File: config.mk
export PLATFORM = sky130hd
export DESIGN_NAME = sttmr_core
export DESIGN_NICKNAME = d
export VERILOG_FILES = /design/src/common/sttmr_pkg.sv /design/src/rtl/sttmr_core.sv
export SDC_FILE = /design/constraint.sdc
export NUM_CORES = 1
export LEC_CHECK = 0
export ABC_AREA = 1
export BUFFER_PORTS_ARGS = -buffer_cell sky130_fd_sc_hd__buf_2
export CELL_PAD_IN_SITES_DETAIL_PLACEMENT = 0
export CELL_PAD_IN_SITES_GLOBAL_PLACEMENT = 1
export CORE_MARGIN = 2
export CORE_UTILIZATION = 42
export CTS_BUF_LIST = sky130_fd_sc_hd__clkbuf_16
export DETAILED_ROUTE_END_ITERATION = 12
export PLACE_DENSITY = 0.83
export SLEW_MARGIN = 20
export SYNTH_ARGS = -nofsm -noshare
export SYNTH_HDL_FRONTEND = slang
export SYNTH_SLANG_ARGS = --single-unit
File: constraint.sdc
create_clock -name clk -period 4.5 [get_ports clk]
set_input_delay 0.45 -clock clk [delete_from_list [all_inputs] [get_ports clk]]
set_output_delay 0.45 -clock clk [all_outputs]
set_load 0.02 [all_outputs]
File: src/common/sttmr_pkg.sv
package sttmr_pkg;

  localparam int          CLK_PERIOD_NS = 8;

  localparam logic [7:0]  OFS_CTRL      = 8'h00;
  localparam logic [7:0]  OFS_MODE      = 8'h04;
  localparam logic [7:0]  OFS_PERIOD    = 8'h08;
  localparam logic [7:0]  OFS_CMPA      = 8'h0C;
  localparam logic [7:0]  OFS_COUNT     = 8'h10;
  localparam logic [7:0]  OFS_FLAGS     = 8'h14;

  localparam int          BIT_ON        = 0;
  localparam int          BIT_FLAG_A    = 0;
  localparam int          BIT_FLAG_P    = 1;

  localparam logic [7:0]  RST_MODE      = 8'h00;
  localparam logic [7:0]  RST_PERIOD    = 8'h00;
  localparam logic [15:0] RST_CMPA      = 16'h0000;
  localparam logic [15:0] RST_COUNT     = 16'h0000;

  typedef enum logic [1:0] {
    SM_CMP   = 2'b00,
    SM_UNDEF = 2'b01,
    SM_PWM   = 2'b10,
    SM_TCNT  = 2'b11
  } sttmr_mode_t;

  typedef enum logic [1:0] {
    PF_HOLD   = 2'b00,
    PF_LOW    = 2'b01,
    PF_HIGH   = 2'b10,
    PF_TOGGLE = 2'b11
  } sttmr_pinfn_t;

  typedef struct packed {
    sttmr_mode_t  mode_select;
    sttmr_pinfn_t pin_function;
    logic         output_initial_level;
    logic         output_invert;
    logic         duty_period_swap;
    logic         clear_source_select;
  } sttmr_ctl_t;

  typedef struct packed {
    logic        psel;
    logic        penable;
    logic        pwrite;
    logic [7:0]  paddr;
    logic [31:0] pwdata;
  } sttmr_apb_req_t;

  typedef struct packed {
    logic        timer_on;
    logic        on_prev;
    sttmr_ctl_t  ctl;
    logic [7:0]  period;
    logic [15:0] cmpa;
    logic [15:0] count;
    logic        flag_a;
    logic        flag_p;
    logic        pin_state;
    logic        pin_out;
    logic        pin_oe;
    logic [31:0] rdata;
  } sttmr_state_t;

endpackage

File: src/rtl/sttmr_core.sv
// Added by the designer: the address map and register access over APB.
`timescale 1ns/1ns
`default_nettype none

module sttmr_core
  import sttmr_pkg::*;
(
  input  wire logic           clk,
  input  wire logic           rst_n,
  input  wire sttmr_apb_req_t apb_req,
  output logic                pready,
  output logic                pslverr,
  output logic [31:0]         prdata,
  output logic                timer_output_pin,
  output logic                timer_output_pin_oe,
  output logic [15:0]         timer_count,
  output logic                match_a_flag,
  output logic                match_p_flag,
  output logic                timer_on
);

  sttmr_state_t q_ff;
  sttmr_state_t nxt_q;

  // Period comparator: true on the last count of a period of rp*256 (65536 when rp is 0)
  function automatic logic sttmr_p_end(input logic [15:0] cnt, input logic [7:0] rp);
    logic [7:0] top_next;
    top_next = cnt[15:8] + 8'h01;
    return (cnt[7:0] == 8'hFF) && (top_next == rp);
  endfunction

  function automatic logic sttmr_mapped(input logic [7:0] adr);
    return (adr == OFS_CTRL) || (adr == OFS_MODE) || (adr == OFS_PERIOD) ||
           (adr == OFS_CMPA) || (adr == OFS_COUNT) || (adr == OFS_FLAGS);
  endfunction

  logic        on_rise;
  logic        tick;
  logic        a_hit;
  logic        p_hit;
  logic        a_nonzero;
  logic        pulse_mode;
  logic        cmp_like;
  logic        clear_cnt;
  logic        set_a;
  logic        set_p;
  logic        pwm_active;
  logic        level;
  logic        wr_en;
  logic [31:0] rd_mux;

  always_comb begin
    on_rise    = q_ff.timer_on & ~q_ff.on_prev;
    tick       = q_ff.timer_on & ~on_rise;
    a_nonzero  = (q_ff.cmpa != 16'h0000);
    a_hit      = tick && (q_ff.count == q_ff.cmpa);
    p_hit      = tick && sttmr_p_end(q_ff.count, q_ff.period);
    pulse_mode = (q_ff.ctl.mode_select == SM_PWM) && (q_ff.ctl.pin_function == PF_TOGGLE);
    cmp_like   = (q_ff.ctl.mode_select != SM_PWM);
    clear_cnt  = 1'b0;
    set_a      = 1'b0;
    set_p      = 1'b0;
    if (cmp_like) begin
      if (q_ff.ctl.clear_source_select) begin
        clear_cnt = a_hit && a_nonzero;
        set_a     = a_hit && a_nonzero;
      end else begin
        clear_cnt = p_hit;
        set_a     = a_hit && a_nonzero;
        set_p     = p_hit;
      end
    end else if (pulse_mode) begin
      set_a = a_hit;
    end else begin
      clear_cnt = q_ff.ctl.duty_period_swap ? a_hit : p_hit;
      set_a     = a_hit;
      set_p     = p_hit;
    end
  end

  always_comb begin
    if (q_ff.ctl.duty_period_swap) begin
      pwm_active = (q_ff.period == 8'h00) || (q_ff.count < {q_ff.period, 8'h00});
    end else begin
      pwm_active = (q_ff.count < q_ff.cmpa);
    end
  end

  always_comb begin
    rd_mux = 32'h0000_0000;
    unique case (apb_req.paddr)
      OFS_CTRL:   rd_mux[BIT_ON] = q_ff.timer_on;
      OFS_MODE:   rd_mux[7:0] = q_ff.ctl;
      OFS_PERIOD: rd_mux[7:0] = q_ff.period;
      OFS_CMPA:   rd_mux[15:0] = q_ff.cmpa;
      OFS_COUNT:  rd_mux[15:0] = q_ff.count;
      OFS_FLAGS:  rd_mux[1:0] = {q_ff.flag_p, q_ff.flag_a};
      default:    rd_mux = 32'h0000_0000;
    endcase
  end

  always_comb begin
    nxt_q  = q_ff;
    wr_en  = apb_req.psel && apb_req.penable && apb_req.pwrite && sttmr_mapped(apb_req.paddr);
    if (apb_req.psel && !apb_req.penable) begin
      nxt_q.rdata = rd_mux;
    end
    nxt_q.on_prev = q_ff.timer_on;

    if (on_rise) begin
      nxt_q.count = RST_COUNT;
    end else if (tick && !pulse_mode && clear_cnt) begin
      nxt_q.count = RST_COUNT;
    end else if (tick && !(pulse_mode && a_hit)) begin
      nxt_q.count = q_ff.count + 16'h0001;
    end

    if (pulse_mode && a_hit) begin
      nxt_q.timer_on = 1'b0;
    end

    if (on_rise) begin
      nxt_q.pin_state = q_ff.ctl.output_initial_level;
    end else if (q_ff.ctl.mode_select == SM_CMP && set_a) begin
      unique case (q_ff.ctl.pin_function)
        PF_HOLD:   nxt_q.pin_state = q_ff.pin_state;
        PF_LOW:    nxt_q.pin_state = 1'b0;
        PF_HIGH:   nxt_q.pin_state = 1'b1;
        PF_TOGGLE: nxt_q.pin_state = ~q_ff.pin_state;
      endcase
    end

    unique case (q_ff.ctl.mode_select)
      SM_CMP: level = q_ff.pin_state;
      SM_PWM: begin
        unique case (q_ff.ctl.pin_function)
          PF_HOLD:   level = ~q_ff.ctl.output_initial_level;
          PF_LOW:    level = q_ff.ctl.output_initial_level;
          PF_HIGH:   level = pwm_active ? q_ff.ctl.output_initial_level : ~q_ff.ctl.output_initial_level;
          PF_TOGGLE: level = q_ff.timer_on ? q_ff.ctl.output_initial_level : ~q_ff.ctl.output_initial_level;
        endcase
      end
      default: level = 1'b0;
    endcase
    if (q_ff.ctl.mode_select == SM_CMP || q_ff.ctl.mode_select == SM_PWM) begin
      nxt_q.pin_out = level ^ q_ff.ctl.output_invert;
      nxt_q.pin_oe  = 1'b1;
    end else begin
      nxt_q.pin_out = 1'b0;
      nxt_q.pin_oe  = 1'b0;
    end

    nxt_q.flag_a = q_ff.flag_a | set_a;
    nxt_q.flag_p = q_ff.flag_p | set_p;

    if (wr_en) begin
      unique case (apb_req.paddr)
        OFS_CTRL:   nxt_q.timer_on = apb_req.pwdata[BIT_ON];
        OFS_MODE:   nxt_q.ctl = sttmr_ctl_t'(apb_req.pwdata[7:0]);
        OFS_PERIOD: nxt_q.period = apb_req.pwdata[7:0];
        OFS_CMPA:   nxt_q.cmpa = apb_req.pwdata[15:0];
        OFS_FLAGS: begin
          nxt_q.flag_a = (q_ff.flag_a & ~apb_req.pwdata[BIT_FLAG_A]) | set_a;
          nxt_q.flag_p = (q_ff.flag_p & ~apb_req.pwdata[BIT_FLAG_P]) | set_p;
        end
        default: nxt_q.cmpa = q_ff.cmpa;
      endcase
    end
  end

  always_ff @(posedge clk) begin
    if (!rst_n) begin
      q_ff <= '{timer_on: 1'b0, on_prev: 1'b0, ctl: sttmr_ctl_t'(RST_MODE), period: RST_PERIOD,
                cmpa: RST_CMPA, count: RST_COUNT, flag_a: 1'b0, flag_p: 1'b0,
                pin_state: 1'b0, pin_out: 1'b0, pin_oe: 1'b0, rdata: 32'h0000_0000};
    end else begin
      q_ff <= nxt_q;
    end
  end

  assign pready              = apb_req.psel && apb_req.penable;
  assign pslverr             = apb_req.psel && apb_req.penable && !sttmr_mapped(apb_req.paddr);
  assign prdata              = q_ff.rdata;
  assign timer_output_pin    = q_ff.pin_out;
  assign timer_output_pin_oe = q_ff.pin_oe;
  assign timer_count         = q_ff.count;
  assign match_a_flag        = q_ff.flag_a;
  assign match_p_flag        = q_ff.flag_p;
  assign timer_on            = q_ff.timer_on;
endmodule

`default_nettype wire

==> impl.org, run 1 <==
** Global route
- Most utilized layer in the global route result :: met2
- Entering global routing, the biggest net connects 37 pins.
- The via count of the first global-routing pass is around 3,700.
- In the global route stage, overall resource usage came out at a little over a fifth.
- The first global-routing pass estimated 19,110 um of wire.
- Met1 layer usage reported by global route :: a little under a third
- Global routing finished with a remaining overflow of 0.
- Met2 GRT Util :: between 30 and 40%
- Antenna violations before repair :: 0
- Met3 capacity usage during global routing :: about 2.9%

** Floorplan
- The floorplan has 37 rows.
- The die is ~110 um tall.
- Die span in x :: between 100 and 150 um
- The core region is a little over 0.01 sq mm.
- The die covers between 0.01 and 0.015 sq mm.
- For this configuration, the core starts out at a cell density of between 40 and 50%.
- IO Count :: 100

** STA
- The number of max-slew violations in the final report is 0.
- Fmax :: a little under 400 MHz
- Sum of negative setup slack :: 0 ps
- Final setup violation count :: 0
- The worst path meets setup with 1910 ps of slack.
- Setup repair after global routing left no endpoint under its margin.
- Worst slew slack as a fraction of its limit :: 42.57%
- Worst-margin pin slew :: 859.4 ps
- In the finished design, the share of the clock period the worst path needs comes to a little under three fifths.
- Clock skew on the completed layout was measured at 10.94 ps.
- The clock period could shrink to between 2000 and 3000 ps.
- Final Hold Vio Count :: 0

** Yosys
- Warnings from Yosys :: 0
- Syn Area/Cell :: approximately 7.1 sq um
- Share of synthesized area occupied by flip-flops and latches :: between 30% and 40%
- Number of different library cells in the post-synthesis netlist :: 43
- In this run, synthesis produced a sequential element count of between 70 and 80.
- Summing every instance area after synthesis gives roughly 0.0045 sq mm.
- Gate count after technology mapping :: 630

** Critical path
- The setup path with the least slack is of type reg -> reg.
- Critical Path Fanout Max :: 7
- Required arrival time at the worst endpoint :: between 4000 and 5000 ps
- The worst setup path is launched from a flop.
- Arrival time of data at the critical path endpoint :: 2800 ps
- Type of destination of the critical path :: flop

** Pwr
- After layout, the design draws a total of approximately 1.5 mW.
- VDD sags by at most 159.7 uV.
- Reported leakage power :: roughly 2.2 nW
- Dividing total power by cell area gives a power density of 295.8 mW/mm^2.

** Detailed routing
- For this block, the via count after detailed routing is 3,973.
- The first TritonRoute pass finished after 4 iterations.
- Antenna Nets Post-Route :: 0
- Mean routed wirelength per cell :: between 10 and 15 um
- The final layout contains routed wiring with a total length of roughly 12,000 um.
- In the routed design, unresolved DRC markers number 0.
- Violation count after the first detailed-routing iteration :: ~220
- Routed vias/inst :: just under 5

** Finish
- Final cell utilization of the core :: 47.67%
- The final layout contains between 700 and 800 nets.
- Seq. cell area :: 0.001421 sq mm
- Share of layout cells above drive strength 1 :: between 15 and 20%
- The number of antenna diodes in the final layout is 0.
- Number of fillers in the final layout :: 1,067
- Area Overhead vs Synth :: 9.860%
- Summing all multi-input logic gate instances after layout gives around 0.0023 sq mm.
- Leaving out fill and tap cells, the most frequent cell in the layout is nand2_1.
- Leading cell types in the layout, fill and taps excluded :: nand2_1 (111), inv_1 (91), dfxtp_1 (71)
- For this run, the number of standard cells in the final layout without fillers is around 800.

** CTS
- Gates resized during post-CTS repair numbered 0.
- Buffers inserted to repair hold after CTS numbered 0.
- Clock latency reported for the late side of the worst-skew pair :: 340 ps
- In this run the number of H-tree levels came out at 3.
- TritonCTS built the clock tree.
- The longest clock path from root to sink contains 2 buffers.
- Once the clock tree was built, the setup fixing pass inserted 0 buffers.
- # clock sinks :: a little over 70
- Clock-pin slew was measured on the worst setup and hold paths at 60 ps.
- Clock buffers created by TritonCTS :: 9
- The tree is rooted in a clkbuf_16.

** Place
- Pre-CTS WS :: around 1900 ps
- Estimated wirelength of the detail-placed design :: 9186 um
- Port-buffer cells :: between 60 and 70
- Routability-driven placement finished with a final weighted congestion of 0.9147.
- Including well taps, the total number of placed cells is between 700 and 800.

** Flow run
- Across the run, the number of max-cap violations was 0.

** Worst hold path
- Hold Path Class :: in -> reg

** Run status
- Run status :: finished, final reports clean
[synth_stat cells, drive strengths merged]
cell type | number | area (sq um)
a21oi | 59 | 302.8
nand4 | 11 | 68.82
o21ai | 46 | 234.0
o211ai | 2 | 15.01
dfxtp | 71 | 1421
ha | 26 | 325.3
xnor2 | 6 | 52.55
inv | 96 | 360.3
nor4 | 5 | 61.31
nor2 | 70 | 292.8
nand3 | 10 | 60.06
buf | 50 | 385.4
o2111ai | 6 | 52.55
o31ai | 1 | 7.510
a311oi | 1 | 8.760
o21a | 1 | 7.510
and2 | 2 | 12.52
a21o | 1 | 7.510
o221ai | 1 | 8.760
xor2 | 18 | 157.7
conb | 1 | 3.750
nor3 | 6 | 45.04
clkbuf | 12 | 45.04
or2 | 1 | 6.260
o21bai | 1 | 11.26
a221oi | 1 | 8.760
o22ai | 10 | 62.56
a211o | 1 | 8.760
nand2 | 113 | 434.2
o2111a | 1 | 11.26
[state kept, by name, summed over array words and instances (netlist names)]
name and flops:
match_a_flag 1, timer_on 1, timer_count 16, timer_output_pin 1, q_ff 34, prdata 16
match_p_flag 1, timer_output_pin_oe 1
[stage by stage]
stage	hold slack, ps	instance area, sq um
final	399.3	4921
after global routing	420.3	4921
after CTS	398.6	4921
after detailed placement	452.9	4618
after global placement	445.6	4618
after floorplan	445.7	4536
[final timing paths]
| path | startpoint | to | slack (ps) | cells after the start |
|---|---|---|---|---|
| worst min register to register | prdata[2] | prdata[2] | 460 | 2 |
| worst min-delay path | apb_req[10] | q_ff[63] | 400 | 3 |
| worst max register to register | timer_count[11] | timer_count[14] | 1910 | 13 |
| worst max-delay path | timer_count[11] | timer_count[14] | 1910 | 13 |
[worst max-delay path, stage by stage, from the launching register on]
cell and delay [ps]:
dfxtp_1 530, ha_1 310, nand2_1 90, nor2_1 60, nand2_1 90, nor2_1 70, and2_1 180, a21oi_2 160
nand2_2 150, nor2_1 200, nand2_1 220, nor3_2 190, xor2_1 160, nor2_1 50
[cell families (layout without fill, tap and decap cells)]
family | Yosys count | in the layout | share of synthesized area (%)
and+or+nand+nor | 218 | 218 | 21.90
buffers and inverters | 158 | 180 | 17.65
AOI/OAI and AO/OA | 132 | 132 | 16.68
DFF | 71 | 71 | 31.73
adders and majority gates | 26 | 26 | 7.263
xor gates and xnor gates | 24 | 24 | 4.693
other | 1 | 16 | 0.08372
[power by group]
| part | internal, mW | switching, mW | total [mW] |
|---|---|---|---|
| Sequential | 0.634 | 0.00229 | 0.636 |
| Clock | 0.435 | 0.301 | 0.736 |
| Combinational | 0.0230 | 0.0600 | 0.0829 |
| Total | 1.09 | 0.363 | 1.46 |
[layout make-up]
type | instances | area share [%]
Tap cell | 136 | 3.458
Clock inverter | 7 | 1.576
Sequential cell | 71 | 28.88
Timing Repair Buffer | 68 | 6.967
Multi-Input combinational cell | 416 | 47.22
Inverter | 96 | 7.323
Clock buffer | 9 | 4.577
[metal layers]
layer	vias to the layer above	share of wire (%)
met3	7	7.5
met2	103	43
met4	0	0.73
met1	1815	49
li1	2048	-
met5	-	0
No activity file was read; power rests on OpenSTA's default activity.
==> inputs of run 2 (changes only) <==
- CORE_UTILIZATION: 42 -> 35
- PLACE_DENSITY: 0.83 -> 0.74
- clock period: 4.5 -> 2.2 ns (I/O delays scaled with it)
==> run 2 against run 1 <==
Effect of this change: register-to-register slack got worse by 1800 ps; sequential share of layout area fell by 3.2 points; final cell count rose by 11%; die area rose by 19%; count of clock-buffer cells in the layout did not move; first-iteration DRC count rose by 56%; power rose by 110%; design area rose by 14%; combinational power rose by 110%; worst hold slack got worse by 240 ps; setup slack got worse by 1800 ps; clock power rose by 120%.
==> impl.org, run 2 (synthesized netlist as in run 1, its figures left out) <==
** Finish
- The multi-input combinational cell area was 0.002535 sq mm (+9.1%).
- Area Overhead vs Synth :: 24.80%
- The filler-free cell count of the finished design is 889 (+11%).
- The number of flip-flops in the largest register is 34 (unchanged).
- Final #Nets :: 783 (+6.8%)
- The library cell used most frequently in the layout, excluding fill and tap cells, is nand2_1.
- More flip-flops sit in one register than any other, and that register is q_ff.
- Seq. cell area :: 0.001438 sq mm (+1.1%)
- The diode insertion count for antenna repair came to 0 (unchanged).
- The share of layout cells above drive strength 1 came to 27.89% (+11 points).
- Leading cell types in the layout, fill and taps excluded :: nand2_1 (105), inv_1 (87), buf_2 (67)
- The fill cell instance count of the final layout came to 1,263 (+18%).

** CTS
- Clock Tree Buf Depth :: 2 (unchanged)
- # clock sinks :: 71 (unchanged)
- The later-pin clock latency in the skew report is 350 ps (about the same).
- Count of H-tree levels built during CTS :: 3 (unchanged)
- Clock-pin slew on the worst setup and hold paths :: 60 ps (about the same)
- Hold bufs inserted after CTS :: 0 (unchanged)
- The number of buffers added by the clock tree synthesis step came to 9 (unchanged).
- TritonCTS built the clock tree.
- The cell sitting at the root of the clock tree is a clkbuf_16.

** Floorplan
- Number of placement rows :: 41 (+11%)
- Core area :: 0.01257 sq mm (+22%)
- Die extent in y :: 117.1 um (+9.2%)
- IO Count :: 100 (unchanged)
- Die outline area :: 0.01372 sq mm (+19%)
- The die outline width is 117.1 um (+9.2%).
- The initial standard-cell utilization of the core is 35.64% (-7.7 points).

** Detailed routing
- Number of vias in the routed layout :: 4,217 (+6.1%)
- The routed wire length came to 13,050 um (+10%).
- Violation count after the first detailed-routing iteration :: 347 (+56%)
- The length of the first detailed-routing pass in iterations was 5 (+1).
- The post-detailed-route count of antenna-violating nets came to 0 (unchanged).
- The wire length per cell came to 14.68 um (-0.39%).
- Routed vias/inst :: 4.744 (-4.1%)
- The DRC violation count after routing is 0 (unchanged).

** STA
- Period Utilization, post-route :: 95.91% (+38 points)
- Clock skew after layout :: 7.434 ps (-3.505 ps)
- Max-slew violation total from the final report :: 0 (unchanged)
- Post-route worst hold slack :: 159.0 ps (-240.3 ps)
- The maximum clock frequency came to 473.9 MHz (+23%).
- Final Worst Setup Slack :: 90.03 ps (-1820 ps)
- Clock period minus worst slack :: 2110 ps (-479.7 ps)
- The transition time at the pin with the least slew margin came to 746.1 ps (-113.3 ps).
- Worst slew slack as a fraction of its limit :: 50.08% (+7.5 points)
- The count of endpoints failing hold in the final timing report came to 0 (unchanged).
- The setup violation total in the final timing report is 0 (unchanged).

** Critical path
- The highest net fanout along the worst path was 4 (-3).
- Arrival time of data at the critical path endpoint :: 2340 ps (-460 ps)
- The depth of the worst register-to-register path is 14 (+1).
- Required arrival time at the worst endpoint :: 2430 ps (-2280 ps)
- The critical path is of the reg -> reg type.
- Launching element of the worst setup path :: q_ff[64]
- Startpoint Class :: flop
- Crit path capture :: timer_count[8]
- The worst register-to-register path ends at timer_count[8].
- The worst setup path is captured at a flop.
- The internal reg-to-reg setup slack was 90 ps (-1820 ps).
- In this run the critical register-to-register path is launched from q_ff[64].

** Global route
- The via count of the first global-routing pass was 3,873 (+3.6%).
- The overall fraction of global-route tracks in use came to 19.39% (-2.1 points).
- The global-route wire length before repair was 20,120 um (+5.3%).
- Maximum number of pins on one net before global-route repair :: 36 (-2.7%)
- The initial antenna violation count is 0 (unchanged).
- The remaining global-route overflow came to 0 (unchanged).

** Pwr
- The worst supply voltage drop on vdd came to 349.4 uV (+120%).
- The reported leakage power came to 2.536 nW (+15%).
- Pwr Density :: 550.6 mW/mm^2 (+86%)

** Place
- Routability congestion estimate :: 0.8797 (-3.8%)
- Estimated wirelength of the detail-placed design :: 9949 um (+8.3%)
- The count of port buffers added during placement was 67 (unchanged).
- The cell total after placement is 868 (+10%).
- The worst setup slack after placement is -129.6 ps (-2078 ps).

** Flow run
- Max-cap viol count :: 0 (unchanged)

** Worst hold path
- In this run the worst hold path is classified as in -> reg.

** Run status
- Run status :: finished, final reports clean
==> run 2: cell count changes in the layout (fill, tap and decap cells not counted), sizes merged <==
cell / change
buf: +49
bufinv: +1
clkinv: +1
clkinvlp: -1
inv: -1
nand2: +1
==> run 2: area by class of cell <==
type	count	area share [%]
Clock buffer	9	4.029
Sequential cell	71	25.72
Timing Repair Buffer	117	12.91
Inverter	96	6.446
Multi-Input combinational cell	417	45.34
Tap cell	172	3.850
Clock inverter	7	1.701
==> run 2: how the worst min path moves through the flow <==
stage / to / from / cells after the start
2_1_floorplan: q_ff[53] / rst_n / 2
3_3_place_gp: q_ff[85] / timer_on / 2
3_5_place_dp: q_ff[85] / timer_on / 2
4_1_cts: q_ff[65] / apb_req[12] / 3
5_1_grt: q_ff[64] / apb_req[11] / 3
6_report: q_ff[65] / apb_req[12] / 3
==> run 2: metal layers <==
metal	global-route usage, %	routed length, um	vias up
met3	4.325	757	19
li1	-	-	2136
met1	26.73	6157	1934
met2	30.17	5889	128
met4	6.275	249	0
met5	0	0	-
==> run 2: timing repair <==
item	4_1_cts	5_1_grt
setup endpoints to repair	17	18
cloned	1	0
resized for setup	9	47
hold endpoints to repair	0	0
pin swaps	1	20
setup buffers	0	4
==> run 2: worst max-delay path, stage by stage (launching register included) <==
cell and delay, ps:
dfxtp_1 310, inv_1 70, ha_4 280, nand2_2 50, nor2_1 190, nand2_4 100, nor2_4 90, and2_4 180
a21oi_4 70, nand2_4 130, nor2_4 60, nand2_4 110, buf_4 120, xor2_1 190, nor2_2 60
==> run 2: power breakdown <==
part / internal [mW] / switching [mW] / total (mW)
Combinational: 0.0518 / 0.126 / 0.178
Sequential: 1.29 / 0.00503 / 1.30
Clock: 0.997 / 0.604 / 1.60
==> run 2: per-stage QoR <==
stage / total power, mW / utilization [%] / setup TNS [ps] / cell area (sq um)
floorplan: 1.475 / - / 0 / 4536
global route: 3.178 / 44.48 / -41.43 / 5590
finish: 3.078 / 44.48 / 0 / 5590
detailed placement: 1.503 / 39.79 / -1380 / 5001
CTS: 3.100 / 42.74 / 0 / 5371
global placement: 1.500 / 39.79 / -555.9 / 5001
==> inputs of run 3 (changes only) <==
- SETUP_SLACK_MARGIN: unset -> 0.2
==> run 3 against run 2 <==
Effect of this change: clock power is 3% lower; die area stayed put; power is 1.3% lower; critical endpoint is now timer_count[14]; clock skew is 0.69 ps higher; first-iteration DRC count is 4.3% higher.
==> impl.org, run 3 (synthesized netlist as in run 1, its figures left out) <==
** Run status
- Run status :: finished, final reports clean

** Detailed routing
- The length of the first detailed-routing pass in iterations was 5 (unchanged).
- The DRC violation count after routing came to 0 (unchanged).
- The wire length per cell was 14.85 um (+1.1%).
- The routed wire length was 13,340 um (+2.2%).
- The ratio of routed vias to standard cells came to 4.722 (-0.46%).
- Antenna Nets Post-Route :: 0 (unchanged)
- Number of vias in the routed layout :: 4,240 (+0.55%)
- Violation count after the first detailed-routing iteration :: 362 (+4.3%)

** CTS
- The number of buffers added to fix hold violations after cts came to 0 (unchanged).
- Clock-pin slew on the worst setup and hold paths :: 60 ps (about the same)
- The maximum clock insertion buffer count was 2 (unchanged).
- Clock latency reported for the late side of the worst-skew pair :: 340 ps (about the same)
- The number of buffers added by the clock tree synthesis step was 9 (unchanged).
- Count of H-tree levels built during CTS :: 3 (unchanged)
- TritonCTS built the clock tree.
- CTS placed an instance of clkbuf_16 at the clock tree root.
- # clock sinks :: 71 (unchanged)

** Critical path
- Required arrival time at the worst endpoint :: 2430 ps (about the same)
- The highest net fanout along the worst path came to 4 (unchanged).
- Startpoint Class :: flop
- The worst register-to-register path ends at timer_count[14].
- The critical path in this run is classified as reg -> reg.
- List of cells traversed by the critical path :: buf_6 -> ha_4 -> nand2_2 -> nor2_2 -> nand2_2 -> nor2_2 -> and2_4 -> a21oi_4 -> nand2_4 -> nor2_4 -> nand2_4 -> nor3_4 -> xor2_1 -> nor2_2
- The depth of the worst register-to-register path came to 14 (unchanged).
- The internal reg-to-reg setup slack was 70 ps (-20 ps).
- The slowest stage of the critical path belongs to the cell dfxtp_4.
- The worst setup path is captured at a flop.
- The critical path's largest stage delay is 350 ps (+40 ps).
- The cell that appears most often on the critical path is nor2_2.
- The worst register-to-register path begins at timer_count[8].
- The endpoint arrival time on the critical path came to 2370 ps (+30 ps).

** Global route
- The maximum number of pins on one net before global-route repair came to 36 (unchanged).
- First-pass GRT wire length :: 20,110 um (about the same)
- Antenna violations before repair :: 0 (unchanged)
- The overall fraction of global-route tracks in use was 19.45% (+0.067 points).
- The remaining global-route overflow was 0 (unchanged).
- The via count of the first global-routing pass is 3,793 (-2.1%).

** Finish
- The utilization after layout came to 46.45% (+2.0 points).
- Most common cell after layout, fill and taps aside :: nand2_1
- Relative to the synthesized area, the layout overhead comes to 30.34%.
- The net count of the finished layout is 792 (+1.1%).
- The final design instance area without fill is 0.005838 sq mm (+4.4%).
- The share of layout cells above drive strength 1 was 32.64% (+4.8 points).
- Register ranked first by flip-flop count :: q_ff
- Number of antenna repair diodes :: 0 (unchanged)
- Leading cell types in the layout, fill and taps excluded :: nand2_1 (100), inv_1 (82), buf_2 (67)
- Max reg flops :: 34 (unchanged)

** Pwr
- The power per standard cell area is 520.6 mW/mm^2 (-5.4%).
- Reported leakage power :: 2.618 nW (+3.2%)
- Peak supply drop :: 302.8 uV (-13%)

** Floorplan
- The count of pins on the block boundary is 100 (unchanged).
- Die span in x :: 117.1 um (unchanged)
- The initial standard-cell utilization of the core came to 35.64% (unchanged).
- The number of rows created at floorplan was 41 (unchanged).
- The full die area was 0.01372 sq mm (unchanged).
- Die extent in y :: 117.1 um (unchanged)
- The core outline area is 0.01257 sq mm (unchanged).

** Worst hold path
- The path with the worst hold slack has its endpoint at q_ff[63].
- Hold path startpoint :: apb_req[10]
- The cell count of the worst hold path was 3 (unchanged).
- The min-delay analysis places its worst path in the category in -> reg.

** Place
- The area after detailed placement came to 0.005011 sq mm (+0.20%).
- Port-buffer cells :: 67 (unchanged)
- The weighted congestion at the end of routability-driven global placement was 0.8826 (+0.33%).
- The half-perimeter wire length after detailed placement was 9934 um (-0.15%).

** STA
- Setup repair after global routing could not meet its margin everywhere.
- Final Hold Vio Count :: 0 (unchanged)
- Clock period minus worst slack :: 2135 ps (+24.56 ps)
- Max-slew violation total from the final report :: 0 (unchanged)
- The worst slew margin relative to its limit is 47.59% (-2.5 points).
- Period Utilization, post-route :: 97.02% (+1.1 points)
- Fmax :: 468.5 MHz (-1.2%)
- The largest clock skew in the final design is 8.122 ps (+0.6881 ps).
- Worst-margin pin slew :: 783.2 ps (+37.09 ps)
- The setup violation total in the final timing report is 0 (unchanged).

** Flow run
- Max-cap viol count :: 0 (unchanged)
==> run 3: how the worst max path moves through the flow <==
stage                    from              end  slack (ps)  depth (start not counted)
2_1_floorplan  timer_count[8]  timer_count[14]         200                         13
3_3_place_gp         q_ff[68]  timer_count[14]         -60                         14
3_5_place_dp         q_ff[68]  timer_count[14]        -140                         14
4_1_cts        timer_count[8]  timer_count[11]          80                         12
5_1_grt        timer_count[8]  timer_count[14]         -30                         14
6_report       timer_count[8]  timer_count[14]          70                         14
==> run 3: report_power, final <==
part | internal [mW] | switching (mW) | total (mW) | leakage, nW
combinational | 0.0518 | 0.127 | 0.179 | 1.89
sequential | 1.29 | 0.00517 | 1.30 | 0.581
clock | 0.983 | 0.578 | 1.56 | 0.148
==> run 3: layout make-up <==
class / count / area (sq um)
multi-input cells: 417 / 2698
flip-flops and latches: 71 / 1443
clock inverters: 7 / 87.58
fillers: 1243 / 6730
well taps: 172 / 215.2
repair buffers: 126 / 800.8
clock buffers: 9 / 225.2
inverters: 96 / 369.1
==> run 3: timing repair <==
item                                    in CTS  in global routing
pin swaps                                   31                 42
gates cloned                                 1                  0
setup buffers                                5                  7
endpoints found under the hold margin        0                  0
resized for setup                           50                 46
endpoints found under the setup margin      19                 19
==> run 3: metal layers <==
metal  wire length (um)  track usage, %  vias up
met5                  0               0        -
met2               5956           29.83      120
met4                319           6.824        0
li1                   -               -     2163
met1               6400           27.69     1930
met3                660           3.193       27
==> run 3: per-stage QoR <==
stage	setup slack (ps)	std cells	total power, mW	hold slack, ps	setup TNS [ps]
3_3_place_gp	-62.78	869	1.500	444.1	-517.1
2_1_floorplan	202.1	645	1.475	358.4	0
6_report	65.47	898	3.039	162.7	0
4_1_cts	84.79	891	3.069	148.9	0
3_5_place_dp	-138.0	869	1.502	452.0	-1793
5_1_grt	-25.11	898	3.133	186.3	-38.44
==> run 3: worst max-delay path: cells and delay by family (launching register included) <==
family	cells	cell delay, ps
buf+inv	1	120
compound gates	1	180
flops	1	350
simple gates	10	980
fa+ha+maj	1	200
xor+xnor	1	180
